<file path="src/logic/fcap_pkg.sv">
// Constants shared by the flash command acceptance and protection block
package fcap_pkg;
	// Opcodes that this block decodes
	localparam logic [7:0] OP_WRITE_ENABLE = 8'h06;
	localparam logic [7:0] OP_WRITE_DISABLE = 8'h04;
	localparam logic [7:0] OP_STATUS_READ = 8'h05;
	localparam logic [7:0] OP_STATUS_WRITE = 8'h01;
	localparam logic [7:0] OP_PAGE_PROGRAM = 8'h02;
	localparam logic [7:0] OP_QUAD_PAGE_PROGRAM = 8'h32;
	localparam logic [7:0] OP_SECTOR_ERASE = 8'h20;
	localparam logic [7:0] OP_HALF_BLOCK_ERASE = 8'h52;
	localparam logic [7:0] OP_BLOCK_ERASE = 8'hd8;
	localparam logic [7:0] OP_CHIP_ERASE_A = 8'hc7;
	localparam logic [7:0] OP_CHIP_ERASE_B = 8'h60;
	localparam logic [7:0] OP_DEEP_SLEEP = 8'hb9;
	localparam logic [7:0] OP_WAKE = 8'hab;
	// Bit counts of a sequence (opcode included)
	localparam logic [15:0] BITS_OPCODE = 16'h0008;
	localparam logic [15:0] BITS_STATUS_WRITE = 16'h0010;
	localparam logic [15:0] BITS_ERASE_EXACT = 16'h0020;
	localparam logic [15:0] BITS_PROGRAM_MIN = 16'h0028;
	localparam logic [15:0] BITS_WAKE_ID = 16'h0020;
	// Status byte layout
	localparam int ST_BUSY = 0;
	localparam int ST_WEL = 1;
	localparam int ST_BP_LO = 2;
	localparam int ST_BP_HI = 5;
	localparam int ST_SRP = 7;
	// Reset values of the protection bits
	localparam logic [3:0] PROTECT_FIELD_RESET = 4'h0;
	localparam logic STATUS_PROTECT_RESET = 1'b0;
	// Device identifier returned after wake; arbitrary value
	localparam logic [7:0] DEVICE_ID_VALUE = 8'h5a;
	// Block index of the address: 64 KB blocks in 512 KB
	localparam int BLOCK_MSB = 18;
	localparam int BLOCK_LSB = 16;
	// Power-up write delay and its cycle count at 100 MHz
	localparam int CLK_MHZ = 100;
	localparam int POWERUP_WRITE_DELAY_US = 1000;
	localparam int POWERUP_WRITE_CYCLES = POWERUP_WRITE_DELAY_US * CLK_MHZ;
endpackage

</file>
<file path="src/logic/fcap_core.sv">
// Serial flash command acceptance, write-enable latch and write protection
`timescale 1ns/10ps

module fcap_core import fcap_pkg::*; #(
	parameter int POWERUP_CYCLES = POWERUP_WRITE_CYCLES
) (
	// Clock, reset, enable
	input wire logic i_clk,
	input wire logic i_rst,
	input wire logic i_ce,
	// Serial pins from the host
	input wire logic i_cs_n,
	input wire logic i_sclk,
	input wire logic i_serial_in,
	input wire logic i_write_protect_n,
	// Internal engine completion
	input wire logic i_cycle_done,
	// Serial output pin
	output logic o_serial_out,
	output logic o_serial_out_en,
	// Status
	output logic o_busy_flag,
	output logic o_write_enable_latch,
	output logic [3:0] o_protect_field,
	output logic o_status_protect_bit,
	output logic o_hardware_protected_mode,
	output logic o_deep_sleep,
	output logic o_powerup_done,
	// Accepted operation for the engine
	output logic o_exec_valid,
	output logic [7:0] o_exec_cmd,
	output logic [23:0] o_exec_addr,
	output logic o_prog_byte_valid,
	output logic [7:0] o_prog_byte
);

	////////////////////////////////////////////////////////////////////////
	// Protection decode
	function automatic logic fcap_protected(input logic [3:0] code, input logic [2:0] blk);
		logic [3:0] eighths;
		eighths = 4'h0;
		case (code[2:0])
			3'h1: eighths = 4'h1;
			3'h2: eighths = 4'h2;
			3'h3: eighths = 4'h4;
			3'h4: eighths = 4'h6;
			3'h5: eighths = 4'h7;
			3'h6: eighths = 4'h8;
			3'h7: eighths = 4'h8;
			default: eighths = 4'h0;
		endcase
		// Upper fractions count down from the top, lower ones up from zero
		if (code[3]) begin
			fcap_protected = {1'b0, blk} < eighths;
		end else begin
			fcap_protected = {1'b0, blk} >= (4'h8 - eighths);
		end
	endfunction

	////////////////////////////////////////////////////////////////////////
	// Pin synchronisers: cs, clk, data, protect pin
	logic [3:0] pin_s1; // First stage, read only by second
	logic [3:0] pin_s2;
	logic [3:0] pin_s3;
	logic [3:0] pin_filt; // Accepted pin levels
	logic [3:0] pin_prev; // Previous accepted levels

	// Three stages; a level counts once stages two and three agree
	always_ff @(posedge i_clk or posedge i_rst) begin
		if (i_rst) begin
			pin_s1 <= 4'h9;
			pin_s2 <= 4'h9;
			pin_s3 <= 4'h9;
			pin_filt <= 4'h9;
			pin_prev <= 4'h9;
		end else if (i_ce) begin
			pin_s1 <= {i_write_protect_n, i_serial_in, i_sclk, i_cs_n};
			pin_s2 <= pin_s1;
			pin_s3 <= pin_s2;
			for (int i = 0; i < 4; i++) begin
				if (pin_s2[i] == pin_s3[i]) begin
					pin_filt[i] <= pin_s3[i];
				end
			end
			pin_prev <= pin_filt;
		end
	end

	logic cs_n;
	logic din;
	logic wp_n;
	logic sclk_rise;
	logic sclk_fall;
	logic cs_rise;
	logic cs_fall;
	assign cs_n = pin_filt[0];
	assign din = pin_filt[2];
	assign wp_n = pin_filt[3];
	assign sclk_rise = pin_filt[1] & ~pin_prev[1] & ~cs_n;
	assign sclk_fall = ~pin_filt[1] & pin_prev[1] & ~cs_n;
	assign cs_rise = cs_n & ~pin_prev[0];
	assign cs_fall = ~cs_n & pin_prev[0];

	////////////////////////////////////////////////////////////////////////
	// Input shifter
	logic [15:0] bit_cnt; // Rising edges since select fell, saturating
	logic [6:0] shreg; // Partial byte
	logic [7:0] opcode;
	logic [23:0] addr;
	logic [7:0] status_byte_in; // Second byte, status write payload
	logic [7:0] next_byte;
	logic byte_done;
	assign next_byte = {shreg, din};
	assign byte_done = sclk_rise & (bit_cnt[2:0] == 3'h7);

	// Bits enter MSB first on each rising clock edge
	always_ff @(posedge i_clk or posedge i_rst) begin
		if (i_rst) begin
			bit_cnt <= 16'h0000;
			shreg <= 7'h00;
		end else if (i_ce) begin
			if (cs_fall) begin
				bit_cnt <= 16'h0000;
			end else if (sclk_rise) begin
				shreg <= next_byte[6:0];
				if (bit_cnt != 16'hffff) begin
					bit_cnt <= bit_cnt + 16'h0001;
				end
			end
		end
	end

	// First byte is the opcode, then three address bytes
	always_ff @(posedge i_clk or posedge i_rst) begin
		if (i_rst) begin
			opcode <= 8'h00;
			addr <= 24'h000000;
			status_byte_in <= 8'h00;
		end else if (i_ce && byte_done) begin
			case (bit_cnt[15:3])
				13'h0000: opcode <= next_byte;
				13'h0001: begin
					addr[23:16] <= next_byte;
					status_byte_in <= next_byte;
				end
				13'h0002: addr[15:8] <= next_byte;
				13'h0003: addr[7:0] <= next_byte;
				default: ;
			endcase
		end
	end

	// Program data streams to the engine, committed only by o_exec_valid
	always_ff @(posedge i_clk or posedge i_rst) begin
		if (i_rst) begin
			o_prog_byte_valid <= 1'b0;
			o_prog_byte <= 8'h00;
		end else if (i_ce) begin
			o_prog_byte_valid <= byte_done && (bit_cnt[15:3] >= 13'h0004) && !o_busy_flag && !o_deep_sleep
				&& (opcode == OP_PAGE_PROGRAM || opcode == OP_QUAD_PAGE_PROGRAM);
			if (byte_done) begin
				o_prog_byte <= next_byte;
			end
		end
	end

	////////////////////////////////////////////////////////////////////////
	// Power-up write timer
	logic [31:0] puw_cnt;

	// Modifications stay refused until this runs out
	always_ff @(posedge i_clk or posedge i_rst) begin
		if (i_rst) begin
			puw_cnt <= 32'h00000000;
			o_powerup_done <= 1'b0;
		end else if (i_ce && !o_powerup_done) begin
			puw_cnt <= puw_cnt + 32'h00000001;
			o_powerup_done <= (puw_cnt >= 32'(POWERUP_CYCLES - 1));
		end
	end

	////////////////////////////////////////////////////////////////////////
	// Acceptance decision at select rising
	logic aligned;
	logic may_modify;
	logic addr_prot;
	logic any_prot;
	logic is_program;
	logic is_erase;
	assign aligned = (bit_cnt[2:0] == 3'h0) && (bit_cnt != 16'h0000);
	assign may_modify = o_write_enable_latch && o_powerup_done && !o_busy_flag;
	assign addr_prot = fcap_protected(o_protect_field, addr[BLOCK_MSB:BLOCK_LSB]);
	assign any_prot = (o_protect_field[2:0] != 3'h0);
	assign is_program = (opcode == OP_PAGE_PROGRAM) || (opcode == OP_QUAD_PAGE_PROGRAM);
	assign is_erase = (opcode == OP_SECTOR_ERASE) || (opcode == OP_HALF_BLOCK_ERASE) || (opcode == OP_BLOCK_ERASE);

	logic accept_status_write;
	logic accept_program;
	logic accept_erase;
	logic accept_chip_erase;
	logic deep_gate; // Nothing but wake passes deep sleep
	assign deep_gate = cs_rise && !o_deep_sleep;
	assign accept_status_write = deep_gate && aligned && may_modify && opcode == OP_STATUS_WRITE
		&& bit_cnt >= BITS_STATUS_WRITE;
	// Partial last byte fails 'aligned', so the latch stays set
	assign accept_program = deep_gate && aligned && may_modify && is_program
		&& bit_cnt >= BITS_PROGRAM_MIN && !addr_prot;
	assign accept_erase = deep_gate && may_modify && is_erase && bit_cnt == BITS_ERASE_EXACT && !addr_prot;
	assign accept_chip_erase = deep_gate && aligned && may_modify && !any_prot
		&& (opcode == OP_CHIP_ERASE_A || opcode == OP_CHIP_ERASE_B);

	logic start_cycle;
	assign start_cycle = accept_status_write | accept_program | accept_erase | accept_chip_erase;

	// Write-enable latch
	always_ff @(posedge i_clk or posedge i_rst) begin
		if (i_rst) begin
			o_write_enable_latch <= 1'b0;
		end else if (i_ce && deep_gate && aligned && !o_busy_flag) begin
			if (opcode == OP_WRITE_ENABLE) begin
				o_write_enable_latch <= 1'b1;
			end else if (opcode == OP_WRITE_DISABLE || start_cycle) begin
				o_write_enable_latch <= 1'b0;
			end
		end else if (i_ce && accept_erase) begin
			o_write_enable_latch <= 1'b0;
		end
	end

	// Busy flag across the internal cycle; completion ends it
	always_ff @(posedge i_clk or posedge i_rst) begin
		if (i_rst) begin
			o_busy_flag <= 1'b0;
		end else if (i_ce) begin
			if (start_cycle) begin
				o_busy_flag <= 1'b1;
			end else if (i_cycle_done) begin
				o_busy_flag <= 1'b0;
			end
		end
	end

	// Operation hand-off to the engine
	always_ff @(posedge i_clk or posedge i_rst) begin
		if (i_rst) begin
			o_exec_valid <= 1'b0;
			o_exec_cmd <= 8'h00;
			o_exec_addr <= 24'h000000;
		end else if (i_ce) begin
			o_exec_valid <= start_cycle;
			if (start_cycle) begin
				o_exec_cmd <= opcode;
				o_exec_addr <= addr;
			end
		end
	end

	// Hardware mode follows the protect bit and the pin
	always_ff @(posedge i_clk or posedge i_rst) begin
		if (i_rst) begin
			o_hardware_protected_mode <= 1'b0;
		end else if (i_ce) begin
			o_hardware_protected_mode <= o_status_protect_bit && !wp_n;
		end
	end

	// Protection bits; a status write refused by the protect bit and pin still clears the latch and raises busy
	always_ff @(posedge i_clk or posedge i_rst) begin
		if (i_rst) begin
			o_protect_field <= PROTECT_FIELD_RESET;
			o_status_protect_bit <= STATUS_PROTECT_RESET;
		end else if (i_ce && accept_status_write && !(o_status_protect_bit && !wp_n)) begin
			o_protect_field <= status_byte_in[ST_BP_HI:ST_BP_LO];
			o_status_protect_bit <= status_byte_in[ST_SRP];
		end
	end

	// Deep sleep entry and wake
	always_ff @(posedge i_clk or posedge i_rst) begin
		if (i_rst) begin
			o_deep_sleep <= 1'b0;
		end else if (i_ce && cs_rise) begin
			if (opcode == OP_WAKE && bit_cnt >= BITS_OPCODE) begin
				o_deep_sleep <= 1'b0;
			end else if (deep_gate && aligned && opcode == OP_DEEP_SLEEP && !o_busy_flag) begin
				o_deep_sleep <= 1'b1;
			end
		end
	end

	////////////////////////////////////////////////////////////////////////
	// Data-out phase: status repeats, or the identifier after wake
	logic out_active;
	logic out_is_id;
	logic [2:0] out_bit;
	logic [7:0] status_now;
	logic [7:0] out_byte;
	assign status_now = {o_status_protect_bit, 1'b0, o_protect_field, o_write_enable_latch, o_busy_flag};
	assign out_byte = out_is_id ? DEVICE_ID_VALUE : status_now;

	// Starts after the input part; select rising ends it at any bit
	always_ff @(posedge i_clk or posedge i_rst) begin
		if (i_rst) begin
			out_active <= 1'b0;
			out_is_id <= 1'b0;
		end else if (i_ce) begin
			if (cs_n) begin
				out_active <= 1'b0;
			end else if (byte_done && bit_cnt == 16'h0007 && next_byte == OP_STATUS_READ && !o_deep_sleep) begin
				out_active <= 1'b1;
				out_is_id <= 1'b0;
			end else if (byte_done && bit_cnt == BITS_WAKE_ID - 16'h0001 && opcode == OP_WAKE) begin
				out_active <= 1'b1;
				out_is_id <= 1'b1;
			end
		end
	end

	// Bits leave MSB first on falling clock edges
	always_ff @(posedge i_clk or posedge i_rst) begin
		if (i_rst) begin
			out_bit <= 3'h0;
			o_serial_out <= 1'b0;
			o_serial_out_en <= 1'b0;
		end else if (i_ce) begin
			if (!out_active) begin
				out_bit <= 3'h0;
				o_serial_out_en <= 1'b0;
			end else if (sclk_fall) begin
				o_serial_out <= out_byte[3'h7 - out_bit];
				o_serial_out_en <= 1'b1;
				out_bit <= out_bit + 3'h1;
			end
		end
	end

endmodule

</file>
<file path="config.mk">
export PLATFORM = sky130hd
export DESIGN_NAME = fcap_core
export DESIGN_NICKNAME = d
export VERILOG_FILES = /design/src/logic/fcap_pkg.sv /design/src/logic/fcap_core.sv
export SDC_FILE = /design/constraint.sdc
export NUM_CORES = 1
export LEC_CHECK = 0
export ABC_AREA = 1
export BUFFER_PORTS_ARGS = -buffer_cell sky130_fd_sc_hd__buf_2
export CAP_MARGIN = 10
export CORE_MARGIN = 2
export CORE_UTILIZATION = 45
export DETAILED_ROUTE_END_ITERATION = 12
export SLEW_MARGIN = 5
export SYNTH_ARGS = -nofsm -noshare
export SYNTH_HDL_FRONTEND = slang
export SYNTH_SLANG_ARGS = --single-unit
</file>
<file path="constraint.sdc">
create_clock -name i_clk -period 8.4 [get_ports i_clk]
set_input_delay 1.68 -clock i_clk [delete_from_list [all_inputs] [get_ports i_clk]]
set_output_delay 1.68 -clock i_clk [all_outputs]
set_load 0.02 [all_outputs]
</file>
### Word level (Yosys, flattened, before mapping)

Index checks and enable logic that the tools add are counted.

| operators by class | value |
|---|---|
| shifts and indexed selects | 0 |
| magnitude comparators | 8 |
| reduce and logical (&&, ||, !) cells | 82 |
| $mul | 0 |
| add/subtract/negate cells | 5 |
| divide/modulo/power cells | 0 |
| bitwise gates (word level) | 15 |
| muxes and demuxes | 24 |
| eq/ne operators | 34 |

Operator list:

| operator | count |
|---|---|
| 16-bit 2-to-1 mux | 3 |
| 1-bit logical AND | 39 |
| 32-bit by 1-bit adder with 32-bit output (second input constant) | 1 |
| 8-bit == test (second input constant) | 4 |
| 32-bit by 17-bit >= comparator with 1-bit output (second input constant) | 1 |
| 2-bit AND reduction | 15 |
| 13-bit by 2-bit == test with 1-bit output (second input constant) | 2 |
| 8-bit by 3-bit == test with 1-bit output (second input constant) | 3 |
| 4-bit one-hot mux with 6 select lines | 1 |
| 16-bit by 1-bit adder with 16-bit output (second input constant) | 1 |
| 16-bit by 3-bit == test with 1-bit output (second input constant) | 1 |
| 16-bit by 5-bit == test with 1-bit output (second input constant) | 1 |
| 16-bit by 6-bit == test with 1-bit output (second input constant) | 1 |
| 8-bit by 6-bit == test with 1-bit output (second input constant) | 2 |
| 8-bit by 7-bit == test with 1-bit output (second input constant) | 2 |
| 16-bit by 4-bit >= comparator with 1-bit output (second input constant) | 1 |
| 16-bit by 5-bit >= comparator with 1-bit output (second input constant) | 1 |
| 16-bit by 6-bit >= comparator with 1-bit output (second input constant) | 1 |
| 1-bit 2-to-1 mux | 16 |
| 16-bit inequality test (second input constant) | 1 |
| 16-bit nonzero test | 1 |
| 3-bit == test (second input constant) | 5 |
| 13-bit by 1-bit == test with 1-bit output (second input constant) | 1 |
| 13-bit by 3-bit >= comparator with 1-bit output (second input constant) | 1 |
| other kinds (27) | 63 |

| storage, ports and cells | value |
|---|---|
| bits in latches | 0 |
| memories kept | 0 |
| output and inout bits | 54 |
| logic and storage cells | 200 |
| memory bits (writable) | 0 |
| memory bits (read-only) | 0 |
| register bits after elaboration | 164 |

### Depth between registers and ports, before layout

Gate-level depths: netlist of run 1.

| logic depth | value |
|---|---|
| depth after elaboration | 15 |
| depth in mapped cells | 18 |
| gate-level depth less buffers | 18 |

### Least setup slack after synthesis of run 1

No wires, ideal clock.

| timing | value |
|---|---|
| path kind | input-to-reg |
| start | input port i_ce |
| end | register puw_cnt[29] |
| setup time | 79 ps |
| stages | 9 |
| arrival time | 2812 ps |
| path slack | 5509 ps |
| path buffers | 0 |
| path through | inv_2 > nor2_8 > inv_2 > nor3_4 > nand2_2 > nor2_4 > nand3_2 > nor3b_2 > xor2_1 |

| between the ends | value |
|---|---|
| longest elaborated chain between the ends | 1 |

Ends and longest elaborated chain:

| element | line | text |
|---|---|---|
| start, declared | fcap_core.sv:10 | `input wire logic i_ce,` |
| 1-bit logical AND | fcap_core.sv:176 | `end else if (i_ce && !o_powerup_done) begin` |
| end signal, assigned | fcap_core.sv:177 | `puw_cnt <= puw_cnt + 32'h00000001;` |
| end, declared | fcap_core.sv:169 | `logic [31:0] puw_cnt;` |

Every way passes these cells.
A chain may end at the register's enable or synchronous reset.

### Final worst setup path of run 1

| timing | value |
|---|---|
| start | register o_protect_field[0] |
| end | register o_exec_cmd[5] |

| between the ends | value |
|---|---|
| longest elaborated chain between the ends | 12 |
| elaborated cells between the ends (all ways) | 24 |

Ends and longest elaborated chain:

| element | line | text |
|---|---|---|
| start, declared | fcap_core.sv:24 | `output logic [3:0] o_protect_field,` |
| start signal, assigned | fcap_core.sv:273 | `o_protect_field <= status_byte_in[ST_BP_HI:ST_BP_LO];` |
| 3-bit == test | fcap_core.sv:42 | `case (code[2:0])` |
| 2-bit OR reduction (no line) | n/a |  |
| 4-bit one-hot mux with 6 select lines | fcap_core.sv:42 |  |
| 4-bit subtractor | fcap_core.sv:56 | `fcap_protected = {1'b0, blk} >= (4'h8 - eighths);` |
| 3-bit by 4-bit >= comparator with 1-bit output | fcap_core.sv:56 |  |
| 1-bit 2-to-1 mux | fcap_core.sv:53 | `if (code[3]) begin` |
| 1-bit logical NOT | fcap_core.sv:207, fcap_core.sv:208 |  |
| 1-bit logical AND | fcap_core.sv:207 | `&& bit_cnt >= BITS_PROGRAM_MIN && !addr_prot;` |
| 1-bit bitwise OR (2 in a row) | fcap_core.sv:213 | `assign start_cycle = accept_status_write \| accept_program \| accept_erase \| accept_chip_erase;` |
| 1-bit bitwise OR * | fcap_core.sv:213 |  |
| 2-bit AND reduction (no line) * | n/a |  |
| end signal, assigned | fcap_core.sv:252 | `o_exec_cmd <= opcode;` |
| end, declared | fcap_core.sv:31 | `output logic [7:0] o_exec_cmd,` |

Every way passes the cells marked *; elsewhere a longest branch is shown, timed or not.

==> out/metrics.yaml, run 1 <==
outcome: "finished clean"
grt_usage_pct: 19.6
hold_class: "register to register"
htreeDepth: 4
clk_latency_ns: 0.43
rsz0062_at_grt: "false"
syn-cell-area_um2: 8120
ctsResizeCount: 0
power.share.clock_pct: 42.9
first_iter_violations: 356
end_kind: "register"
setup_viol: 0
worstPathCellList: "o21ai_1 -> nand2_1 -> ha_1 -> inv_1 -> ha_1 -> o21a_1 -> o21ai_0 -> nand2_1 -> nand2_1 -> nand3_1 -> nand4_4 -> nand2_4 -> nand2_1 -> nand2_1"
grt_pass1_vias: 5889
drcViolationCount: 0
port_buffers: 61
io_pins: 62
critPathMaxStageDelay_ns: 0.80
root_buffer: "clkbuf_16"
yosysTopAreaCell: "dfrtp_1"
area_delta_synth_final_pct: 13.3
rows: 49
fill_cells: 1671
antenna_found_initial: 0
grt-ovfl-total: 0
drv_cap: 0
sw_frac_of_total_pct: 26.8
power_leakage_nw: 4.53
combPwrFrac_pct: 10.7
fp.dieArea_um2: 19100
cts_tree: "yes"
syn_area_per_cell_um2: 8.69
grt_max_degree: 95
path_max_fanout: 34
startpoint_type: "register"
synth-seq-cells: 164
die_y_um: 138
via_count: 6160
die_width_um: 138
p_int_w: 0.00136
syn_inst: 934
grt_pass1_wl_um: 30300
yosys-top-cells-area: "dfrtp_1, nand2_1, o21ai_0, nand3_1, inv_1"
relSlewSlack_pct: 39.1
core_area_um2: 17800
worstSetupPathType: "register to register"
drive_above_1_share_pct: 18.9
net-switching-power_w: 0.000500
finalHoldViolations: 0
place_inst: 1205
peakVddDrop_mv: 0.154
fin_cells: 1237
place_congestion: 0.879
final_cell_mix: "nand2_1, dfrtp_1, inv_1"
via_per_inst: 4.98
cp_num_buf_inv: 1
fin_crit_sh_pct: 39.8
antenna_left: 0
crit_family: "simple AND/OR/NAND/NOR gates"
max_clock_freq_mhz: 299
worst_slew_pin_slew_ns: 0.914
antenna_cells: 0
cts_inserted_buffers: 17
worst_path_max_delay_cell: "nand2_4"
powerDensity_nw_per_um2: 203
synth_top_area_share_pct: 47.8
layout.nets: 1013
fin_setup_tns_ns: 0
dp_hpwl_um: 12400
clkSinkCount: 164
fin_crit_ns: 3.34
wire_per_inst_um: 14.4
seqPwrFrac_pct: 46.4
cts_setup_buffers: 0
ys_warn_count: 0
ys_seq_area_share_pct: 50.7
cts_hold_buffers: 0
cp.required_ns: 8.77
fin_skew_ns: 0.00634
critical_path_arrival_ns: 3.71
drt_wl_total_um: 17800
syn-num-nets: 952
clk_pin_slew_ns: 0.06
ys_types: 49
final-max-slew-violation-count: 0
cp_common_cell: "nand2_1"
start_util_pct: 45.5
drt_first_pass_iters: 5
layout_commonest_cell: "nand2_1"
cts_buffer_depth: 2
## final timing paths
check,slack [ns],depth (start not counted),from,to
hold reg to reg,0.47,2,o_exec_addr[0],o_exec_addr[0]
setup reg to reg,5.06,14,o_protect_field[0],o_exec_cmd[5]
min in group asynchronous,1.41,2,i_rst,o_exec_addr[2]
setup / recovery,5.06,14,o_protect_field[0],o_exec_cmd[5]
hold / removal,0.47,2,o_exec_addr[0],o_exec_addr[0]
max in group asynchronous,5.52,3,i_rst,bit_cnt[7]
## worst register-to-register path: stages, from the launching register on
cell	delay, ns
dfrtp_1	0.45
o21ai_1	0.20
nand2_1	0.08
ha_1	0.27
inv_1	0.04
ha_1	0.26
o21a_1	0.10
o21ai_0	0.06
nand2_1	0.06
nand2_1	0.11
nand3_1	0.15
nand4_4	0.42
nand2_4	0.82
nand2_1	0.16
nand2_1	0.09
## final cells by class
| class | instances | area (um2) | area share, % |
|---|---|---|---|
| flip-flops and latches | 164 | 4120 | 44.7 |
| well taps | 229 | 287 | 3.12 |
| multi-input cells | 644 | 3470 | 37.7 |
| repair buffers | 63 | 320 | 3.48 |
| clock buffers | 21 | 450 | 4.90 |
| inverters | 105 | 399 | 4.34 |
| clock inverters | 11 | 154 | 1.67 |
## cells by family (layout without fill, tap and decap cells)
family	count (synthesis)	in the layout	synth area share, %
xor gates and xnor gates	36	36	3.88
and+or+nand+nor	488	488	29.8
adders and majority gates	10	10	1.54
buffers and inverters	126	200	6.54
DFF	164	164	50.7
muxes	5	5	0.694
AOI/OAI and AO/OA	105	105	6.86
## cells in the mapped netlist, drive strengths merged
cell type	n
dfrtp	155
xor2	25
or2	1
a21boi	1
o211ai	1
a2bb2oi	1
ha	10
and2	1
buf	12
o22ai	1
a31oi	5
a211oi	1
nand4	20
dfstp	9
nor3	27
a32o	1
a21oi	9
nor3b	2
clkbuf	9
nand2	261
nand3	74
o21bai	1
mux2	5
nor4	11
nor2	90
clkinv	1
o21a	2
o21ai	82
inv	104
nand3b	1
xnor2	11
## stage by stage
| stage | setup slack (ns) | hold slack (ns) | area, um2 | power (W) | util, % |
|---|---|---|---|---|---|
| after CTS | 5.07 | 0.474 | 9200 | 0.00188 | 51.5 |
| after global placement | 4.97 | 0.454 | 8590 | 0.00108 | 48.2 |
| final | 5.06 | 0.469 | 9200 | 0.00186 | 51.5 |
| after global routing | 4.73 | 0.500 | 9200 | 0.00195 | 51.5 |
| after floorplan | 2.30 | 0.442 | 8120 | 0.00101 | - |
| after detailed placement | 4.96 | 0.458 | 8590 | 0.00108 | 48.2 |
## state kept, by name, summed over array words and instances, names as in the netlist, 7 cells and up
signal and cells:
bit_cnt 16, o_exec_cmd 8, shreg 7, o_exec_addr 24
puw_cnt 32, addr 24, o_prog_byte 8, opcode 8
## layer usage
layer / part of all wire [%] / track usage, % / up-vias / routed length, um
li1: - / - / 3150 / -
met5: 0 / 0 / - / 0
met2: 46 / 30.2 / 114 / 8150
met4: 0.95 / 5.10 / 0 / 170
met3: 4.7 / 4.92 / 16 / 836
met1: 49 / 28.0 / 2880 / 8660
## power groups by stage
stage | logic, W | registers (W) | clock network, W
floorplan | 0.000133 | 0.000880 | 0
detailed placement | 0.000201 | 0.000880 | 0
finish | 0.000199 | 0.000866 | 0.000799
CTS | 0.000202 | 0.000865 | 0.000816
global placement | 0.000199 | 0.000879 | 0
global route | 0.000227 | 0.000871 | 0.000852
No activity file was read; power rests on OpenSTA's default activity.
==> run 2, diff against run 1 <==
==> constraint.sdc (replaced) <==
create_clock -name i_clk -period 3.3 [get_ports i_clk]
set_input_delay 0.66 -clock i_clk [delete_from_list [all_inputs] [get_ports i_clk]]
set_output_delay 0.66 -clock i_clk [all_outputs]
set_load 0.02 [all_outputs]
==> out/metrics.yaml, run 2 (synthesis results as in run 1) <==
outcome: "finished clean"
drt_wl_total_um: 18400
layout.nets: 1021
cp.required_ns: 3.62
ctsResizeCount: 0
fp.dieArea_um2: 19100
die_width_um: 138
core_area_um2: 17800
drive_above_1_share_pct: 19.8
largest_register: "puw_cnt"
cts_inserted_buffers: 17
crit_family: "simple AND/OR/NAND/NOR gates"
peakVddDrop_mv: 0.389
fill_cells: 1674
powerDensity_nw_per_um2: 526
path_max_fanout: 19
port_buffers: 61
layout_commonest_cell: "nand2_1"
largest_reg_flops: 32
area_delta_synth_final_pct: 15.2
via_count: 6199
fin_crit_sh_pct: 80.1
relSlewSlack_pct: 45.7
finalHoldViolations: 0
worst_path_max_delay_cell: "dfrtp_1"
die_y_um: 138
first_iter_violations: 426
root_buffer: "clkbuf_16"
cts_setup_buffers: 0
antenna_found_initial: 0
final_cell_mix: "nand2_1, dfrtp_1, inv_1"
clk_latency_ns: 0.43
startpoint_type: "register"
cp_num_cells: 15
setup_viol: 0
startpoint: "o_protect_field[0]"
grt-ovfl-total: 0
fin_crit_ns: 2.64
worstSetupPathType: "register to register"
hold_class: "primary input to async pin"
cp_common_cell: "nand2_1"
max_clock_freq_mhz: 378
grt_pass1_wl_um: 31100
rows: 49
fin_setup_tns_ns: 0
grt_pass1_vias: 6087
critical_path_arrival_ns: 2.96
power_leakage_nw: 4.63
worstPathCellList: "o21ai_1 -> nand2_1 -> ha_1 -> inv_1 -> ha_1 -> o21a_1 -> o21ai_0 -> nand2_1 -> nand2_1 -> nand3_1 -> nand4_4 -> nand2_4 -> buf_12 -> nand2_4 -> nand2_2"
crit_end: "o_exec_addr[12]"
antenna_cells: 0
antenna_left: 0
drv_cap: 0
worst_slew_pin_slew_ns: 0.813
wire_per_inst_um: 14.8
cts_hold_buffers: 0
cp_num_buf_inv: 2
htreeDepth: 4
grt_usage_pct: 20.1
final-max-slew-violation-count: 0
rsz0062_at_grt: "false"
timing.rr.end: "o_exec_addr[12]"
start_util_pct: 45.5
largestRegisters: "puw_cnt (32), addr (24), o_exec_addr (24)"
power_w: 0.00492
fin_skew_ns: 0.00773
cts_tree: "yes"
place_congestion: 0.883
drt_first_pass_iters: 5
r2r_cells: 15
cts_buffer_depth: 2
drcViolationCount: 0
reg2reg_from: "o_protect_field[0]"
dp_hpwl_um: 13100
via_per_inst: 4.98
grt_max_degree: 50
io_pins: 62
clkSinkCount: 164
critPathMaxStageDelay_ns: 0.44
rrSetupSlack_ns: 0.66
end_kind: "register"
clk_pin_slew_ns: 0.06
run 2: changes by cell type in the layout (fill, tap and decap cells not counted), sizes merged:
cell | before | now
clkbuf | 21 | 19
bufinv | 3 | 5
clkinv | 4 | 6
buf | 63 | 71
clkinvlp | 4 | 1
run 2: worst min-delay path by stage:
| stage | to | slack [ns] | depth (start not counted) |
|---|---|---|---|
| floorplan | puw_cnt[25] | 0.44 | 1 |
| global placement | pin_s2[2] | 0.46 | 2 |
| detailed placement | pin_s2[2] | 0.46 | 2 |
| CTS | pin_s1[1] | 0.40 | 2 |
| global route | pin_s1[1] | 0.43 | 2 |
| finish | pin_s1[1] | 0.38 | 2 |
run 2: report_power, final:
part	switching, W	internal [W]	total, W
Sequential	0.0000830	0.00212	0.00220
Combinational	0.000371	0.000148	0.000519
Clock	0.000818	0.00138	0.00220
Total	0.00127	0.00365	0.00492
run 2: layout make-up:
type | count | area [um2] | area share (%)
inverter | 105 | 398 | 4.25
multi-input combinational | 644 | 3470 | 37.1
clock inverter | 12 | 200 | 2.14
sequential | 164 | 4120 | 44.0
timing repair buffer | 71 | 430 | 4.60
clock buffer | 19 | 453 | 4.84
tap | 229 | 287 | 3.06
run 2: stage by stage:
| stage | hold WS [ns] | cells | setup slack [ns] | utilization (%) | area (um2) |
|---|---|---|---|---|---|
| after floorplan | 0.442 | 934 | 0.563 | - | 8120 |
| after global placement | 0.456 | 1213 | 0.704 | 48.8 | 8700 |
| after detailed placement | 0.459 | 1213 | 0.668 | 48.8 | 8700 |
| after CTS | 0.397 | 1244 | 0.660 | 52.4 | 9350 |
| after global routing | 0.427 | 1244 | 0.432 | 52.4 | 9350 |
| final | 0.383 | 1244 | 0.657 | 52.4 | 9350 |
run 2: layer usage:
metal	global-route usage (%)	up-vias	part of all wire (%)
li1	-	3168	-
met4	6.50	0	1.5
met1	28.6	2922	49
met2	30.9	93	45
met5	0	-	0
met3	4.57	16	4.5
